## src/core/event_status_pkg.sv

```systemverilog
// Constants and types shared by the second-level event status block.
// Function
// Every flag is set by a low-to-high change of its source, never again by a held level.
// Reading a status register returns its flags and clears them, while a new edge in that cycle still sets.
// First register bit 15 holds battery over-temperature and bit 14 battery under-temperature.
// First register bits 13 to 9 hold battery fault, charge timeout, final stage, charge begun, fast ready.
// First register bits 7, 6 and 5 hold the clock periodic tick, one-second rollover and alarm.
// First register bits 2, 1 and 0 hold battery below 3.9 V, 3.1 V and 2.85 V.
// Second register bit 13 holds loss of current sink drain regulation.
// Second register bit 10 holds the bus current limit switch event.
// Second register bit 8 holds converter data ready and bits 7 to 4 comparators four to one.
// Second register bit 3 holds the supply falling below the shutdown threshold.
// Second register bit 2 holds die above 115 C and bit 1 die above 140 C.
// Second register bit 0 holds the watchdog timeout.
// All flags are zero after reset and unassigned bits read zero and ignore writes.
package event_status_pkg;

  localparam int unsigned ADDR_W = 8;
  localparam int unsigned DATA_W = 16;

  // ==========================================================================
  // Register map
  localparam logic [ADDR_W-1:0] CHARGER_RTC_EVENT_STATUS_ADDR = 8'h19;
  localparam logic [ADDR_W-1:0] SYSTEM_AUX_EVENT_STATUS_ADDR  = 8'h1a;
  localparam logic [ADDR_W-1:0] CHARGER_RTC_EVENT_MASK_ADDR   = 8'h40;
  localparam logic [ADDR_W-1:0] SYSTEM_AUX_EVENT_MASK_ADDR    = 8'h41;

  localparam logic [DATA_W-1:0] STATUS_RESET = 16'h0000;
  localparam logic [DATA_W-1:0] MASK_RESET   = 16'h0000;
  localparam logic [DATA_W-1:0] READ_IDLE    = 16'h0000;

  // Assigned bits of each status register.
  localparam logic [DATA_W-1:0] CHARGER_RTC_VALID = 16'hfee7;
  localparam logic [DATA_W-1:0] SYSTEM_AUX_VALID  = 16'h25ff;

  // ==========================================================================
  // Charger and clock register fields
  localparam int unsigned BATTERY_OVER_TEMP_BIT  = 15;
  localparam int unsigned BATTERY_UNDER_TEMP_BIT = 14;
  localparam int unsigned BATTERY_FAULT_BIT      = 13;
  localparam int unsigned CHARGE_TIMEOUT_BIT     = 12;
  localparam int unsigned CHARGE_FINAL_STAGE_BIT = 11;
  localparam int unsigned CHARGE_BEGUN_BIT       = 10;
  localparam int unsigned FAST_CHARGE_READY_BIT  = 9;
  localparam int unsigned CLOCK_PERIODIC_BIT     = 7;
  localparam int unsigned CLOCK_SECOND_BIT       = 6;
  localparam int unsigned CLOCK_ALARM_BIT        = 5;
  localparam int unsigned BATT_BELOW_HIGH_BIT    = 2;
  localparam int unsigned BATT_BELOW_MID_BIT     = 1;
  localparam int unsigned BATT_BELOW_LOW_BIT     = 0;

  // ==========================================================================
  // System and auxiliary register fields
  localparam int unsigned SINK_REGULATION_LOST_BIT  = 13;
  localparam int unsigned BUS_CURRENT_LIMIT_BIT     = 10;
  localparam int unsigned AUX_CONV_DONE_BIT         = 8;
  localparam int unsigned AUX_COMPARE_FOUR_BIT      = 7;
  localparam int unsigned AUX_COMPARE_THREE_BIT     = 6;
  localparam int unsigned AUX_COMPARE_TWO_BIT       = 5;
  localparam int unsigned AUX_COMPARE_ONE_BIT       = 4;
  localparam int unsigned SUPPLY_SHUTDOWN_LEVEL_BIT = 3;
  localparam int unsigned DIE_WARM_BIT              = 2;
  localparam int unsigned DIE_HOT_BIT               = 1;
  localparam int unsigned WATCHDOG_EXPIRED_BIT      = 0;

  typedef logic [DATA_W-1:0] word_t;

endpackage

```

## src/core/edge_flag_bank.sv

```systemverilog
// One bank of rising-edge event flags with clear-on-read and write-one-to-clear.
`timescale 1ns/1ps
`default_nettype none
module edge_flag_bank
  import event_status_pkg::*;
#(
  parameter word_t VALID = 16'hffff
) (
  input  wire logic  core_clk,
  input  wire logic  arst_n,
  input  wire word_t source,
  input  wire logic  read_clear,
  input  wire word_t write_clear,
  output var  word_t flags,
  output var  word_t rise
);

  typedef struct packed {
    word_t prev;
    word_t flags;
  } bank_state_t;

  bank_state_t state_r;
  bank_state_t state_nxt;
  word_t       clear_vec;

  always_comb begin
    // edge not level
    rise      = source & ~state_r.prev & VALID;
    clear_vec = write_clear | {DATA_W{read_clear}};
    state_nxt.prev = source;
    // set beats clear
    // unassigned bits stay zero
    state_nxt.flags = ((state_r.flags & ~clear_vec) | rise) & VALID;
  end

  always_ff @(posedge core_clk or negedge arst_n) begin
    if (!arst_n) begin
      state_r <= '0;
    end else begin
      state_r <= state_nxt;
    end
  end

  assign flags = state_r.flags;

endmodule
`default_nettype wire

```

## src/core/event_status_top.sv

```systemverilog
// Second-level event status registers with register port and interrupt output.
//
// The implementer's own choice: the plain strobed port.
`timescale 1ns/1ps
`default_nettype none
module event_status_top (
  input  wire logic                               core_clk,
  input  wire logic                               arst_n,
  input  wire logic [event_status_pkg::ADDR_W-1:0] reg_addr,
  input  wire logic [event_status_pkg::DATA_W-1:0] reg_wdata,
  input  wire logic                               reg_wr,
  input  wire logic                               reg_rd,
  output var  logic [event_status_pkg::DATA_W-1:0] reg_rdata,
  output var  logic                               irq_out,
  input  wire logic                               battery_over_temp_src,
  input  wire logic                               battery_under_temp_src,
  input  wire logic                               battery_fault_src,
  input  wire logic                               charge_timeout_src,
  input  wire logic                               charge_final_stage_src,
  input  wire logic                               charge_begun_src,
  input  wire logic                               fast_charge_ready_src,
  input  wire logic                               clock_periodic_src,
  input  wire logic                               clock_second_src,
  input  wire logic                               clock_alarm_src,
  input  wire logic                               batt_below_high_src,
  input  wire logic                               batt_below_mid_src,
  input  wire logic                               batt_below_low_src,
  input  wire logic                               sink_regulation_lost_src,
  input  wire logic                               bus_current_limit_src,
  input  wire logic                               aux_conv_done_src,
  input  wire logic                               aux_compare_four_src,
  input  wire logic                               aux_compare_three_src,
  input  wire logic                               aux_compare_two_src,
  input  wire logic                               aux_compare_one_src,
  input  wire logic                               supply_shutdown_level_src,
  input  wire logic                               die_warm_src,
  input  wire logic                               die_hot_src,
  input  wire logic                               watchdog_expired_src
);
  import event_status_pkg::*;

  // ==========================================================================
  // State
  typedef struct packed {
    word_t rdata;
    logic  irq;
    word_t charger_rtc_mask;
    word_t system_aux_mask;
  } top_state_t;

  top_state_t state_r;
  top_state_t state_nxt;

  word_t charger_rtc_raw;
  word_t system_aux_raw;
  word_t charger_rtc_sync;
  word_t system_aux_sync;
  word_t charger_rtc_flag;
  word_t system_aux_flag;
  word_t charger_rtc_rise;
  word_t system_aux_rise;
  word_t charger_rtc_w1c;
  word_t system_aux_w1c;
  logic  charger_rtc_rd;
  logic  system_aux_rd;

  // ==========================================================================
  // Source assembly
  always_comb begin
    charger_rtc_raw = '0;
    // battery temperature events
    charger_rtc_raw[BATTERY_OVER_TEMP_BIT]  = battery_over_temp_src;
    charger_rtc_raw[BATTERY_UNDER_TEMP_BIT] = battery_under_temp_src;
    // charger events
    charger_rtc_raw[BATTERY_FAULT_BIT]      = battery_fault_src;
    charger_rtc_raw[CHARGE_TIMEOUT_BIT]     = charge_timeout_src;
    charger_rtc_raw[CHARGE_FINAL_STAGE_BIT] = charge_final_stage_src;
    charger_rtc_raw[CHARGE_BEGUN_BIT]       = charge_begun_src;
    charger_rtc_raw[FAST_CHARGE_READY_BIT]  = fast_charge_ready_src;
    // clock events
    charger_rtc_raw[CLOCK_PERIODIC_BIT]     = clock_periodic_src;
    charger_rtc_raw[CLOCK_SECOND_BIT]       = clock_second_src;
    charger_rtc_raw[CLOCK_ALARM_BIT]        = clock_alarm_src;
    // battery voltage monitors
    charger_rtc_raw[BATT_BELOW_HIGH_BIT]    = batt_below_high_src;
    charger_rtc_raw[BATT_BELOW_MID_BIT]     = batt_below_mid_src;
    charger_rtc_raw[BATT_BELOW_LOW_BIT]     = batt_below_low_src;
  end

  always_comb begin
    system_aux_raw = '0;
    // current sink regulation
    system_aux_raw[SINK_REGULATION_LOST_BIT]  = sink_regulation_lost_src;
    // current limit switch
    system_aux_raw[BUS_CURRENT_LIMIT_BIT]     = bus_current_limit_src;
    // converter and comparators
    system_aux_raw[AUX_CONV_DONE_BIT]         = aux_conv_done_src;
    system_aux_raw[AUX_COMPARE_FOUR_BIT]      = aux_compare_four_src;
    system_aux_raw[AUX_COMPARE_THREE_BIT]     = aux_compare_three_src;
    system_aux_raw[AUX_COMPARE_TWO_BIT]       = aux_compare_two_src;
    system_aux_raw[AUX_COMPARE_ONE_BIT]       = aux_compare_one_src;
    // supply hysteresis comparator
    system_aux_raw[SUPPLY_SHUTDOWN_LEVEL_BIT] = supply_shutdown_level_src;
    // die temperature monitors
    system_aux_raw[DIE_WARM_BIT]              = die_warm_src;
    system_aux_raw[DIE_HOT_BIT]               = die_hot_src;
    // watchdog timeout
    system_aux_raw[WATCHDOG_EXPIRED_BIT]      = watchdog_expired_src;
  end

  // ==========================================================================
  // Synchronisers and flag banks
  // The sources come from analogue and slow-clock logic, so every one is
  // resynchronised; an edge shorter than a clock period may be missed.
  level_sync #(
    .WIDTH (DATA_W)
  ) u_charger_rtc_sync (
    .core_clk (core_clk),
    .arst_n   (arst_n),
    .async_in (charger_rtc_raw),
    .sync_out (charger_rtc_sync)
  );

  level_sync #(
    .WIDTH (DATA_W)
  ) u_system_aux_sync (
    .core_clk (core_clk),
    .arst_n   (arst_n),
    .async_in (system_aux_raw),
    .sync_out (system_aux_sync)
  );

  edge_flag_bank #(
    .VALID (CHARGER_RTC_VALID)
  ) u_charger_rtc_bank (
    .core_clk    (core_clk),
    .arst_n      (arst_n),
    .source      (charger_rtc_sync),
    .read_clear  (charger_rtc_rd),
    .write_clear (charger_rtc_w1c),
    .flags       (charger_rtc_flag),
    .rise        (charger_rtc_rise)
  );

  edge_flag_bank #(
    .VALID (SYSTEM_AUX_VALID)
  ) u_system_aux_bank (
    .core_clk    (core_clk),
    .arst_n      (arst_n),
    .source      (system_aux_sync),
    .read_clear  (system_aux_rd),
    .write_clear (system_aux_w1c),
    .flags       (system_aux_flag),
    .rise        (system_aux_rise)
  );

  // ==========================================================================
  // Register port
  always_comb begin
    // read clears the addressed bank
    charger_rtc_rd  = reg_rd && (reg_addr == CHARGER_RTC_EVENT_STATUS_ADDR);
    system_aux_rd   = reg_rd && (reg_addr == SYSTEM_AUX_EVENT_STATUS_ADDR);
    // Writing ones also clears, for software that prefers not to read.
    charger_rtc_w1c = '0;
    system_aux_w1c  = '0;
    if (reg_wr && (reg_addr == CHARGER_RTC_EVENT_STATUS_ADDR)) begin
      charger_rtc_w1c = reg_wdata;
    end
    if (reg_wr && (reg_addr == SYSTEM_AUX_EVENT_STATUS_ADDR)) begin
      system_aux_w1c = reg_wdata;
    end
  end

  always_comb begin
    state_nxt       = state_r;
    state_nxt.rdata = READ_IDLE;
    if (reg_wr) begin
      case (reg_addr)
        CHARGER_RTC_EVENT_MASK_ADDR: begin
          state_nxt.charger_rtc_mask = reg_wdata & CHARGER_RTC_VALID;
        end
        SYSTEM_AUX_EVENT_MASK_ADDR: begin
          state_nxt.system_aux_mask = reg_wdata & SYSTEM_AUX_VALID;
        end
        default: begin
        end
      endcase
    end
    if (reg_rd) begin
      case (reg_addr)
        CHARGER_RTC_EVENT_STATUS_ADDR: begin
          state_nxt.rdata = charger_rtc_flag;
        end
        SYSTEM_AUX_EVENT_STATUS_ADDR: begin
          state_nxt.rdata = system_aux_flag;
        end
        CHARGER_RTC_EVENT_MASK_ADDR: begin
          state_nxt.rdata = state_r.charger_rtc_mask;
        end
        SYSTEM_AUX_EVENT_MASK_ADDR: begin
          state_nxt.rdata = state_r.system_aux_mask;
        end
        default: begin
          state_nxt.rdata = READ_IDLE;
        end
      endcase
    end
    // The request lags the flags by one cycle, keeping the output registered.
    state_nxt.irq = |(charger_rtc_flag & ~state_r.charger_rtc_mask)
                  | |(system_aux_flag & ~state_r.system_aux_mask);
  end

  always_ff @(posedge core_clk or negedge arst_n) begin
    if (!arst_n) begin
      state_r.rdata            <= READ_IDLE;
      state_r.irq              <= 1'b0;
      state_r.charger_rtc_mask <= MASK_RESET;
      state_r.system_aux_mask  <= MASK_RESET;
    end else begin
      state_r <= state_nxt;
    end
  end

  assign reg_rdata = state_r.rdata;
  assign irq_out   = state_r.irq;

  // ==========================================================================
  // Assertions
  // edge sets flag
  rise_sets_charger_a: assert property (@(posedge core_clk) disable iff (!arst_n)
    charger_rtc_rise != '0 |=> (charger_rtc_flag & $past(charger_rtc_rise)) == $past(charger_rtc_rise))
    else $error("charger clock flag missed a rising edge");

  // held level does not re-set
  no_level_set_a: assert property (@(posedge core_clk) disable iff (!arst_n)
    1'b1 |=> (system_aux_flag & ~$past(system_aux_flag) & ~$past(system_aux_rise)) == '0)
    else $error("system flag set without a rising edge");

  // held source sets once
  held_source_once_a: assert property (@(posedge core_clk) disable iff (!arst_n)
    $rose(charger_rtc_sync[CLOCK_ALARM_BIT]) ##1 charger_rtc_rd ##1
      charger_rtc_sync[CLOCK_ALARM_BIT] |-> !charger_rtc_flag[CLOCK_ALARM_BIT])
    else $error("held alarm source set its flag again");

  // read returns flags
  read_returns_flags_a: assert property (@(posedge core_clk) disable iff (!arst_n)
    charger_rtc_rd |=> reg_rdata == $past(charger_rtc_flag))
    else $error("status read did not return latched flags");

  // read clears but keeps new edge
  read_clears_flags_a: assert property (@(posedge core_clk) disable iff (!arst_n)
    system_aux_rd |=> system_aux_flag == $past(system_aux_rise))
    else $error("status read did not clear or lost a new edge");

  // read data only after read
  rdata_idle_a: assert property (@(posedge core_clk) disable iff (!arst_n)
    !reg_rd |=> reg_rdata == READ_IDLE)
    else $error("read data present without a read");

  // over temperature lands on its bit
  batt_hot_bit_a: assert property (@(posedge core_clk) disable iff (!arst_n)
    $rose(charger_rtc_sync[BATTERY_OVER_TEMP_BIT]) |=> charger_rtc_flag[BATTERY_OVER_TEMP_BIT])
    else $error("battery over temperature flag not set");

  // low battery lands on its bit
  batt_low_bit_a: assert property (@(posedge core_clk) disable iff (!arst_n)
    $rose(charger_rtc_sync[BATT_BELOW_LOW_BIT]) |=> charger_rtc_flag[BATT_BELOW_LOW_BIT])
    else $error("battery low flag not set");

  // die hot lands on its bit
  die_hot_bit_a: assert property (@(posedge core_clk) disable iff (!arst_n)
    $rose(system_aux_sync[DIE_HOT_BIT]) |=> system_aux_flag[DIE_HOT_BIT])
    else $error("die hot flag not set");

  // watchdog lands on its bit
  watchdog_bit_a: assert property (@(posedge core_clk) disable iff (!arst_n)
    $rose(system_aux_sync[WATCHDOG_EXPIRED_BIT]) |=> system_aux_flag[WATCHDOG_EXPIRED_BIT])
    else $error("watchdog flag not set");

  // unassigned bits stay zero
  reserved_zero_a: assert property (@(posedge core_clk) disable iff (!arst_n)
    ((charger_rtc_flag & ~CHARGER_RTC_VALID) == '0) && ((system_aux_flag & ~SYSTEM_AUX_VALID) == '0))
    else $error("unassigned status bit is set");

  // Interrupt follows unmasked flags one cycle later.
  irq_follows_a: assert property (@(posedge core_clk) disable iff (!arst_n)
    1'b1 |=> irq_out == $past(|(charger_rtc_flag & ~state_r.charger_rtc_mask)
                            | |(system_aux_flag & ~state_r.system_aux_mask)))
    else $error("interrupt output disagrees with unmasked flags");

  // A pin reaches its flag three edges after it rises: two synchroniser
  // stages and the flag itself. These catch a source wired to a wrong bit.
  // under temperature pin to bit
  under_temp_pin_a: assert property (@(posedge core_clk) disable iff (!arst_n)
    $rose(battery_under_temp_src)
    |-> ##3 charger_rtc_flag[BATTERY_UNDER_TEMP_BIT])
    else $error("under temp flag not set");

  // fault pin to bit
  fault_pin_a: assert property (@(posedge core_clk) disable iff (!arst_n)
    $rose(battery_fault_src)
    |-> ##3 charger_rtc_flag[BATTERY_FAULT_BIT])
    else $error("fault flag not set");

  // fast ready pin to bit
  fast_ready_pin_a: assert property (@(posedge core_clk) disable iff (!arst_n)
    $rose(fast_charge_ready_src)
    |-> ##3 charger_rtc_flag[FAST_CHARGE_READY_BIT])
    else $error("fast ready flag not set");

  // second tick pin to bit
  second_pin_a: assert property (@(posedge core_clk) disable iff (!arst_n)
    $rose(clock_second_src)
    |-> ##3 charger_rtc_flag[CLOCK_SECOND_BIT])
    else $error("second flag not set");

  // mid battery pin to bit
  batt_mid_pin_a: assert property (@(posedge core_clk) disable iff (!arst_n)
    $rose(batt_below_mid_src)
    |-> ##3 charger_rtc_flag[BATT_BELOW_MID_BIT])
    else $error("mid battery flag not set");

  // sink pin to bit
  sink_pin_a: assert property (@(posedge core_clk) disable iff (!arst_n)
    $rose(sink_regulation_lost_src)
    |-> ##3 system_aux_flag[SINK_REGULATION_LOST_BIT])
    else $error("sink flag not set");

  // limit pin to bit
  limit_pin_a: assert property (@(posedge core_clk) disable iff (!arst_n)
    $rose(bus_current_limit_src)
    |-> ##3 system_aux_flag[BUS_CURRENT_LIMIT_BIT])
    else $error("limit flag not set");

  // comparator one pin to bit
  compare_one_pin_a: assert property (@(posedge core_clk) disable iff (!arst_n)
    $rose(aux_compare_one_src)
    |-> ##3 system_aux_flag[AUX_COMPARE_ONE_BIT])
    else $error("comparator one flag not set");

  // supply pin to bit
  supply_pin_a: assert property (@(posedge core_clk) disable iff (!arst_n)
    $rose(supply_shutdown_level_src)
    |-> ##3 system_aux_flag[SUPPLY_SHUTDOWN_LEVEL_BIT])
    else $error("supply flag not set");

  // die warm pin to bit
  die_warm_pin_a: assert property (@(posedge core_clk) disable iff (!arst_n)
    $rose(die_warm_src)
    |-> ##3 system_aux_flag[DIE_WARM_BIT])
    else $error("die warm flag not set");

endmodule
`default_nettype wire

```

## src/core/level_sync.sv

```systemverilog
// Two-stage synchroniser for a vector of independent asynchronous levels.
`timescale 1ns/1ps
`default_nettype none
module level_sync #(
  parameter int unsigned WIDTH = 16
) (
  input  wire logic             core_clk,
  input  wire logic             arst_n,
  input  wire logic [WIDTH-1:0] async_in,
  output var  logic [WIDTH-1:0] sync_out
);

  typedef struct packed {
    logic [WIDTH-1:0] stage1;
    logic [WIDTH-1:0] stage2;
  } sync_state_t;

  sync_state_t state_r;
  sync_state_t state_nxt;

  // Each bit crosses on its own, so no bus coherency is implied.
  always_comb begin
    state_nxt.stage1 = async_in;
    state_nxt.stage2 = state_r.stage1;
  end

  always_ff @(posedge core_clk or negedge arst_n) begin
    if (!arst_n) begin
      state_r <= '0;
    end else begin
      state_r <= state_nxt;
    end
  end

  assign sync_out = state_r.stage2;

endmodule
`default_nettype wire

```

## config.mk

```make
export PLATFORM = sky130hd
export DESIGN_NAME = event_status_top
export DESIGN_NICKNAME = d
export VERILOG_FILES = /design/src/core/event_status_pkg.sv /design/src/core/edge_flag_bank.sv /design/src/core/event_status_top.sv /design/src/core/level_sync.sv
export SDC_FILE = /design/constraint.sdc
export NUM_CORES = 1
export LEC_CHECK = 0
export ABC_CLOCK_PERIOD_IN_PS = 2100
export BUFFER_PORTS_ARGS = -buffer_cell sky130_fd_sc_hd__buf_4
export CAP_MARGIN = 15
export CORE_ASPECT_RATIO = 0.5
export CORE_MARGIN = 2
export CORE_UTILIZATION = 55
export DETAILED_ROUTE_END_ITERATION = 10
export GPL_TIMING_DRIVEN = 0
export PLACE_DENSITY = 0.84
export SLEW_MARGIN = 20
export SYNTH_ARGS = -nofsm -noshare
export SYNTH_HDL_FRONTEND = slang
export SYNTH_SLANG_ARGS = --single-unit
```

## constraint.sdc

```tcl
create_clock -name core_clk -period 2.1 [get_ports core_clk]
set_input_delay 0.525 -clock core_clk [delete_from_list [all_inputs] [get_ports core_clk]]
set_output_delay 0.525 -clock core_clk [all_outputs]
set_load 0.05 [all_outputs]
```

==> results.sh, run 1 <==
export IMPL_drv_cap=0
export IMPL_worstMarginPinSlew_ps=849
export IMPL_fmax_mhz=503
export IMPL_r2r_start="u_charger_rtc_bank.flags[12]"
export IMPL_crit_start="reg_addr[1]"
export IMPL_postRouteWirelength_mm=10.9
export IMPL_yosys_area_share_simple_pct=4.38
export IMPL_finalCritPeriodShare_pct=94.7
export IMPL_hpwl_mm=7.27
export IMPL_hp_class="input port to register"
export IMPL_p_per_area_nw_per_um2=940
export IMPL_sequentialPowerShare_pct=47.3
export IMPL_required_ps=2390
export IMPL_r2r_end="irq_out"
export IMPL_antenna_found_initial=0
export IMPL_postSynthCellCount=390
export IMPL_p_leak_nw=3.09
export IMPL_h_tree_depth=4
export IMPL_clock_tree_buffer_depth=2
export IMPL_hold_viol=0
export IMPL_n_fill_cell=607
export IMPL_fin_ws_ps=111
export IMPL_min_period_ps=1990
export IMPL_overflow=0
export IMPL_critical_path_endpoint_type="register"
export IMPL_multi_input_area_um2=1190
export IMPL_pin_count=69
export IMPL_syn_area_um2=5000
export IMPL_slew_headroom_pct=43.0
export IMPL_cp_cell_sequence="buf_4 -> or4b_4 -> nor2_4 -> and3_1 -> clkbuf_4 -> mux2_2"
export IMPL_skew_ps=6.05
export IMPL_synth_top_family_by_area="compound AO/OA/AOI/OAI gates"
export IMPL_swShare_pct=22.9
export IMPL_grt_total_usage_pct=24.4
export IMPL_diodes=0
export IMPL_fin_area_um2=6260
export IMPL_ys_warn_count=0
export IMPL_synth_seq_cells=137
export IMPL_cts_tree="built"
export IMPL_endpoint="state_r[3]"
export IMPL_die_y_um=71.4
export IMPL_chipWidth_um=139
export IMPL_final_instance_count_excl_fill=606
export IMPL_tns_ps=0
export IMPL_start_util_pct=57.0
export IMPL_hold_ws_ps=212
export IMPL_place_ws_ps=-468
export IMPL_path_max_fanout=10
export IMPL_grt_pass1_wl_mm=17.8
export IMPL_yosys_mux_area_fraction_pct=7.01
export IMPL_place_area_um2=5670
export IMPL_drt_pre_antenna_iters=6
export IMPL_numPlacedInstances=573
export IMPL_internal_power_mw=4.54
export IMPL_clk_latency_ps=410
export IMPL_ir_drop_v=0.000599
export IMPL_status="completed"
export IMPL_viasPerCell=5.27
export IMPL_post_synth_fa_ha_maj_area_fraction_pct=0
export IMPL_yosysSeqAreaShare_pct=68.6
export IMPL_grt_pass1_vias=3341
export IMPL_reg2reg_depth=4
export IMPL_grt_setup_unrepaired="no"
export IMPL_setup_viol=0
export IMPL_drt_antenna_violating_nets=0
export IMPL_core_um2=8770
export IMPL_pwr_share_comb_pct=4.3
export IMPL_gp_congestion=0.942
export IMPL_area_growth_pct=25.4
export IMPL_switchingPower_mw=1.35
export IMPL_syn_mean_instance_area_um2=12.8
export IMPL_synth_compound_area_share_pct=12.3
export IMPL_ys_async_sr_fraction_pct=100
export IMPL_ys_types=30
export IMPL_startpoint_type="input port"
export IMPL_rows=24
export IMPL_regToRegSetupSlack_ps=940
export IMPL_io_buffers=65
export IMPL_cts_buffers=17
export IMPL_grt_max_degree=100
export IMPL_clkSinkCount=137
export IMPL_wl_per_cell_um=17.9
export IMPL_synthXorXnorAreaFrac_pct=0
export IMPL_clkPwrFrac_pct=48.4
export IMPL_cts_root_buf="clkbuf_16"
export IMPL_clkTransAtPathRegs_ps=60
export IMPL_postLayoutCoreUtil_pct=71.4
export IMPL_syn_num_nets=442
export IMPL_worst_path_max_delay_cell="or4b_4"
export IMPL_slowest_delay_ps=560
export IMPL_drc=0
export IMPL_drt_iter0_drc=302
export IMPL_p_total_mw=5.89
export IMPL_slew_viol_final=0
export IMPL_worstSetupPathType="input port to register"
export IMPL_final_nets=528
export IMPL_synth_enable_flop_cells=0
export IMPL_seq_area_um2=3430
export IMPL_synthFlopType="dfrtp_1"
export IMPL_die_area_um2=9910
export IMPL_worstPathArrival_ps=2280
export IMPL_drive_above_1_share_pct=32.7
export IMPL_vias=3192
## critical path: cells and delay by family
family	cells	cell delay, ps
multiplexers	1	360
buffers and inverters	2	400
AND/OR/NAND/NOR	3	1000
## repair_timing
action | in CTS | in global routing
endpoints found under the setup margin | 8 | 22
gates resized for setup | 1 | 6
hold buffers | 1 | 0
buffers inserted | 0 | 0
hold endpoints to repair | 38 | 0
## layer usage
layer	wire length (um)	up-vias	GRT usage [%]
li1	-	1487	-
met1	4890	1563	34.5
met2	4900	125	36.6
met3	890	17	8.02
met4	172	0	7.97
met5	0	-	0
## layout by cell type, fill, tap and decap left out, types with 12 or more instances in the layout
cell / synthesis / final
buf_4: 16 / 80
nor2_1: 13 / 13
o22ai_1: 12 / 12
clkbuf_16: 0 / 17
o21ai_0: 49 / 49
dfrtp_1: 137 / 137
inv_1: 48 / 48
a22oi_1: 13 / 13
a21oi_1: 19 / 19
mux2_2: 24 / 24
## registers in the layout, summed over array words and instances, names as in the netlist
signal	cells
state_r	24
u_system_aux_bank.flags	11
u_system_aux_sync.sync_out	11
reg_rdata	16
u_system_aux_bank.state_r	11
u_charger_rtc_sync.state_nxt	13
u_charger_rtc_bank.flags	13
irq_out	1
u_charger_rtc_bank.state_r	13
u_system_aux_sync.state_nxt	11
u_charger_rtc_sync.sync_out	13
## logic make-up after synthesis
kind of cell    after synthesis
compound gates              102
buf+inv                      80
flops                       137
mux                          32
simple gates                 39
## power by group through the flow
stage / Sequential [mW] / Combinational (mW) / Clock, mW
2_1_floorplan: 2.81 / 0.0886 / 0
3_5_place_dp: 2.83 / 0.251 / 0
6_report: 2.78 / 0.254 / 2.85
4_1_cts: 2.79 / 0.256 / 2.88
3_3_place_gp: 2.82 / 0.236 / 0
5_1_grt: 2.79 / 0.284 / 3.04
## cells in the mapped netlist (2+ instances only)
library cell  number  area, um^2
mux2_2            24         270
buf_6              3        33.8
a22oi_1           13        97.6
nor4_1             4        25.0
buf_4             16         120
a21oi_1           19        95.1
o21ai_0           49         245
clkbuf_1          10        37.5
o22ai_1           12        75.1
o22a_2             8        80.1
dfrtp_1          137        3430
nand3_1            4        20.0
nand2_1            4        15.0
and3b_1            2        17.5
nor2_1            13        48.8
mux2i_1            8        80.1
inv_1             48         180
nand4_1            2        12.5
buf_2              2        10.0
nor2b_1            2        12.5
## worst min-delay path by stage
| stage | start | to | slack, ps | depth (start not counted) |
|---|---|---|---|---|
| floorplan | arst_n | irq_out | 230 | 0 |
| global placement | u_system_aux_sync.state_nxt[5] | u_system_aux_sync.sync_out[5] | 330 | 0 |
| detailed placement | u_charger_rtc_sync.state_nxt[1] | u_charger_rtc_sync.sync_out[1] | 330 | 0 |
| CTS | charge_final_stage_src | u_charger_rtc_sync.state_nxt[11] | 210 | 1 |
| global route | aux_compare_four_src | u_system_aux_sync.state_nxt[7] | 200 | 1 |
| finish | charge_final_stage_src | u_charger_rtc_sync.state_nxt[11] | 210 | 1 |
## cell type report
type	count	area share (%)
buffer	32	3.38
clock buffer	18	7.01
clock inverter	14	2.18
inverter	48	2.88
multi-input combinational	173	19.0
sequential	137	54.7
tap	117	2.34
timing repair buffer	67	8.51
Power figures use the tool's default switching activity.
==> run 2: changes to the inputs <==
- CELL_PAD_IN_SITES_DETAIL_PLACEMENT: not set -> 1
- CELL_PAD_IN_SITES_GLOBAL_PLACEMENT: not set -> 1
- CORE_MARGIN: 2 -> not set
- CORE_UTILIZATION: 55 -> 49
- PLACE_DENSITY: 0.84 -> 0.9
==> results.sh, run 2 (synthesis gave the netlist of run 1 again) <==
export IMPL_status="completed"
export IMPL_internal_power_mw=4.81
export IMPL_grt_max_degree=87
export IMPL_cts_buffers=17
export IMPL_r2r_end="irq_out"
export IMPL_fmax_mhz=480
export IMPL_clk_latency_ps=420
export IMPL_p_total_mw=6.15
export IMPL_largest_reg_flops=24
export IMPL_slew_viol_final=0
export IMPL_core_um2=9670
export IMPL_die_y_um=73.4
export IMPL_required_ps=2400
export IMPL_die_area_um2=10600
export IMPL_wl_per_cell_um=22.2
export IMPL_critical_path_endpoint_type="register"
export IMPL_hp_class="input port to asynchronous set/reset pin"
export IMPL_viasPerCell=5.47
export IMPL_setup_viol=0
export IMPL_drt_iter0_drc=248
export IMPL_drc=0
export IMPL_hold_viol=0
export IMPL_final_instance_count_excl_fill=622
export IMPL_chipWidth_um=145
export IMPL_vias=3403
export IMPL_numPlacedInstances=591
export IMPL_overflow=0
export IMPL_swShare_pct=21.8
export IMPL_clkTransAtPathRegs_ps=60
export IMPL_ir_drop_v=0.000696
export IMPL_grt_setup_unrepaired="no"
export IMPL_io_buffers=65
export IMPL_drv_cap=0
export IMPL_pin_count=69
export IMPL_drt_antenna_violating_nets=0
export IMPL_worstSetupPathType="input port to register"
export IMPL_r2r_start="u_charger_rtc_bank.flags[10]"
export IMPL_cts_tree="built"
export IMPL_finalCritPeriodShare_pct=99.3
export IMPL_antenna_found_initial=0
export IMPL_tns_ps=0
export IMPL_area_growth_pct=26.3
export IMPL_slew_headroom_pct=46.3
export IMPL_layout_commonest_cell="dfrtp_1"
export IMPL_regMostFlops="state_r"
export IMPL_worstPathArrival_ps=2390
export IMPL_switchingPower_mw=1.34
export IMPL_grt_pass1_wl_mm=21.6
export IMPL_start_util_pct=51.7
export IMPL_rows=25
export IMPL_regToRegSetupSlack_ps=720
export IMPL_final_cell_mix="137 x dfrtp_1, 80 x buf_4, 49 x o21ai_0, 48 x inv_1, 24 x mux2_2"
export IMPL_p_leak_nw=3.11
export IMPL_h_tree_depth=4
export IMPL_clkSinkCount=137
export IMPL_pwr_share_comb_pct=4.4
export IMPL_reg2reg_depth=4
export IMPL_clkPwrFrac_pct=50.2
export IMPL_worstMarginPinSlew_ps=805
export IMPL_p_per_area_nw_per_um2=974
export IMPL_sequentialPowerShare_pct=45.4
export IMPL_startpoint_type="input port"
export IMPL_final_nets=527
export IMPL_drive_above_1_share_pct=32.9
export IMPL_clock_tree_buffer_depth=2
export IMPL_n_fill_cell=938
export IMPL_cts_root_buf="clkbuf_16"
export IMPL_postRouteWirelength_mm=13.8
export IMPL_hold_ws_ps=5.57
export IMPL_seq_area_um2=3430
export IMPL_gp_congestion=0.881
export IMPL_min_period_ps=2080
export IMPL_multi_input_area_um2=1190
export IMPL_hpwl_mm=8.34
export IMPL_skew_ps=7.27
export IMPL_path_max_fanout=10
export IMPL_diodes=0
export IMPL_grt_total_usage_pct=29.2
export IMPL_drt_pre_antenna_iters=4
export IMPL_grt_pass1_vias=3756
run 2: critical path, stage by stage:
cell,delay [ps]
buf_4,120
or4b_4,570
nor2_4,220
and3_1,230
buf_2,330
mux2_2,390
run 2: worst max-delay path by stage:
stage,depth (start not counted),start,slack (ps),end
floorplan,5,reg_addr[1],30,state_r[0]
global placement,7,reg_addr[0],-410,u_charger_rtc_bank.flags[11]
detailed placement,7,reg_addr[0],-550,u_charger_rtc_bank.flags[10]
CTS,6,reg_addr[2],40,u_charger_rtc_bank.flags[13]
global route,6,reg_addr[1],0.4,state_r[6]
finish,6,reg_addr[1],20,state_r[0]
run 2: repair_timing:
action / CTS / global route
buffers inserted: 0 / 0
gates cloned: 0 / 0
hold buffers: 0 / 0
setup endpoints to repair: 11 / 10
gates resized for setup: 4 / 1
run 2: metrics by stage:
| step | setup WS [ps] | utilization, % | instance area (um^2) |
|---|---|---|---|
| CTS | 41.7 | 65.2 | 6310 |
| global route | 0.419 | 65.3 | 6310 |
| finish | 15.1 | 65.3 | 6310 |
| global placement | -411 | 58.5 | 5650 |
| floorplan | 33.4 | - | 5000 |
| detailed placement | -553 | 58.8 | 5690 |
run 2: power by group through the flow:
stage / Sequential, mW / Combinational, mW / Clock [mW]
after floorplan: 2.81 / 0.0886 / 0
after global placement: 2.82 / 0.236 / 0
after detailed placement: 2.83 / 0.256 / 0
after CTS: 2.79 / 0.269 / 3.11
after global routing: 2.80 / 0.292 / 3.23
final: 2.79 / 0.268 / 3.08
run 2: per-layer routing:
metal | GRT usage (%) | up-vias | routed length [um]
met5 | 0 | - | 0
met4 | 11.2 | 0 | 233
met3 | 7.82 | 22 | 901
met2 | 48.9 | 140 | 6800
met1 | 36.9 | 1756 | 5850
li1 | - | 1485 | -
run 2: layout make-up:
type                            instances  share of cell area, %
Tap cell                              135                   2.68
Timing Repair Buffer                   66                   8.29
Clock inverter                         11                   2.32
Clock buffer                           20                   7.39
Sequential cell                       137                   54.3
Inverter                               48                   2.85
Multi-Input combinational cell        173                   18.8
Buffer                                 32                   3.33
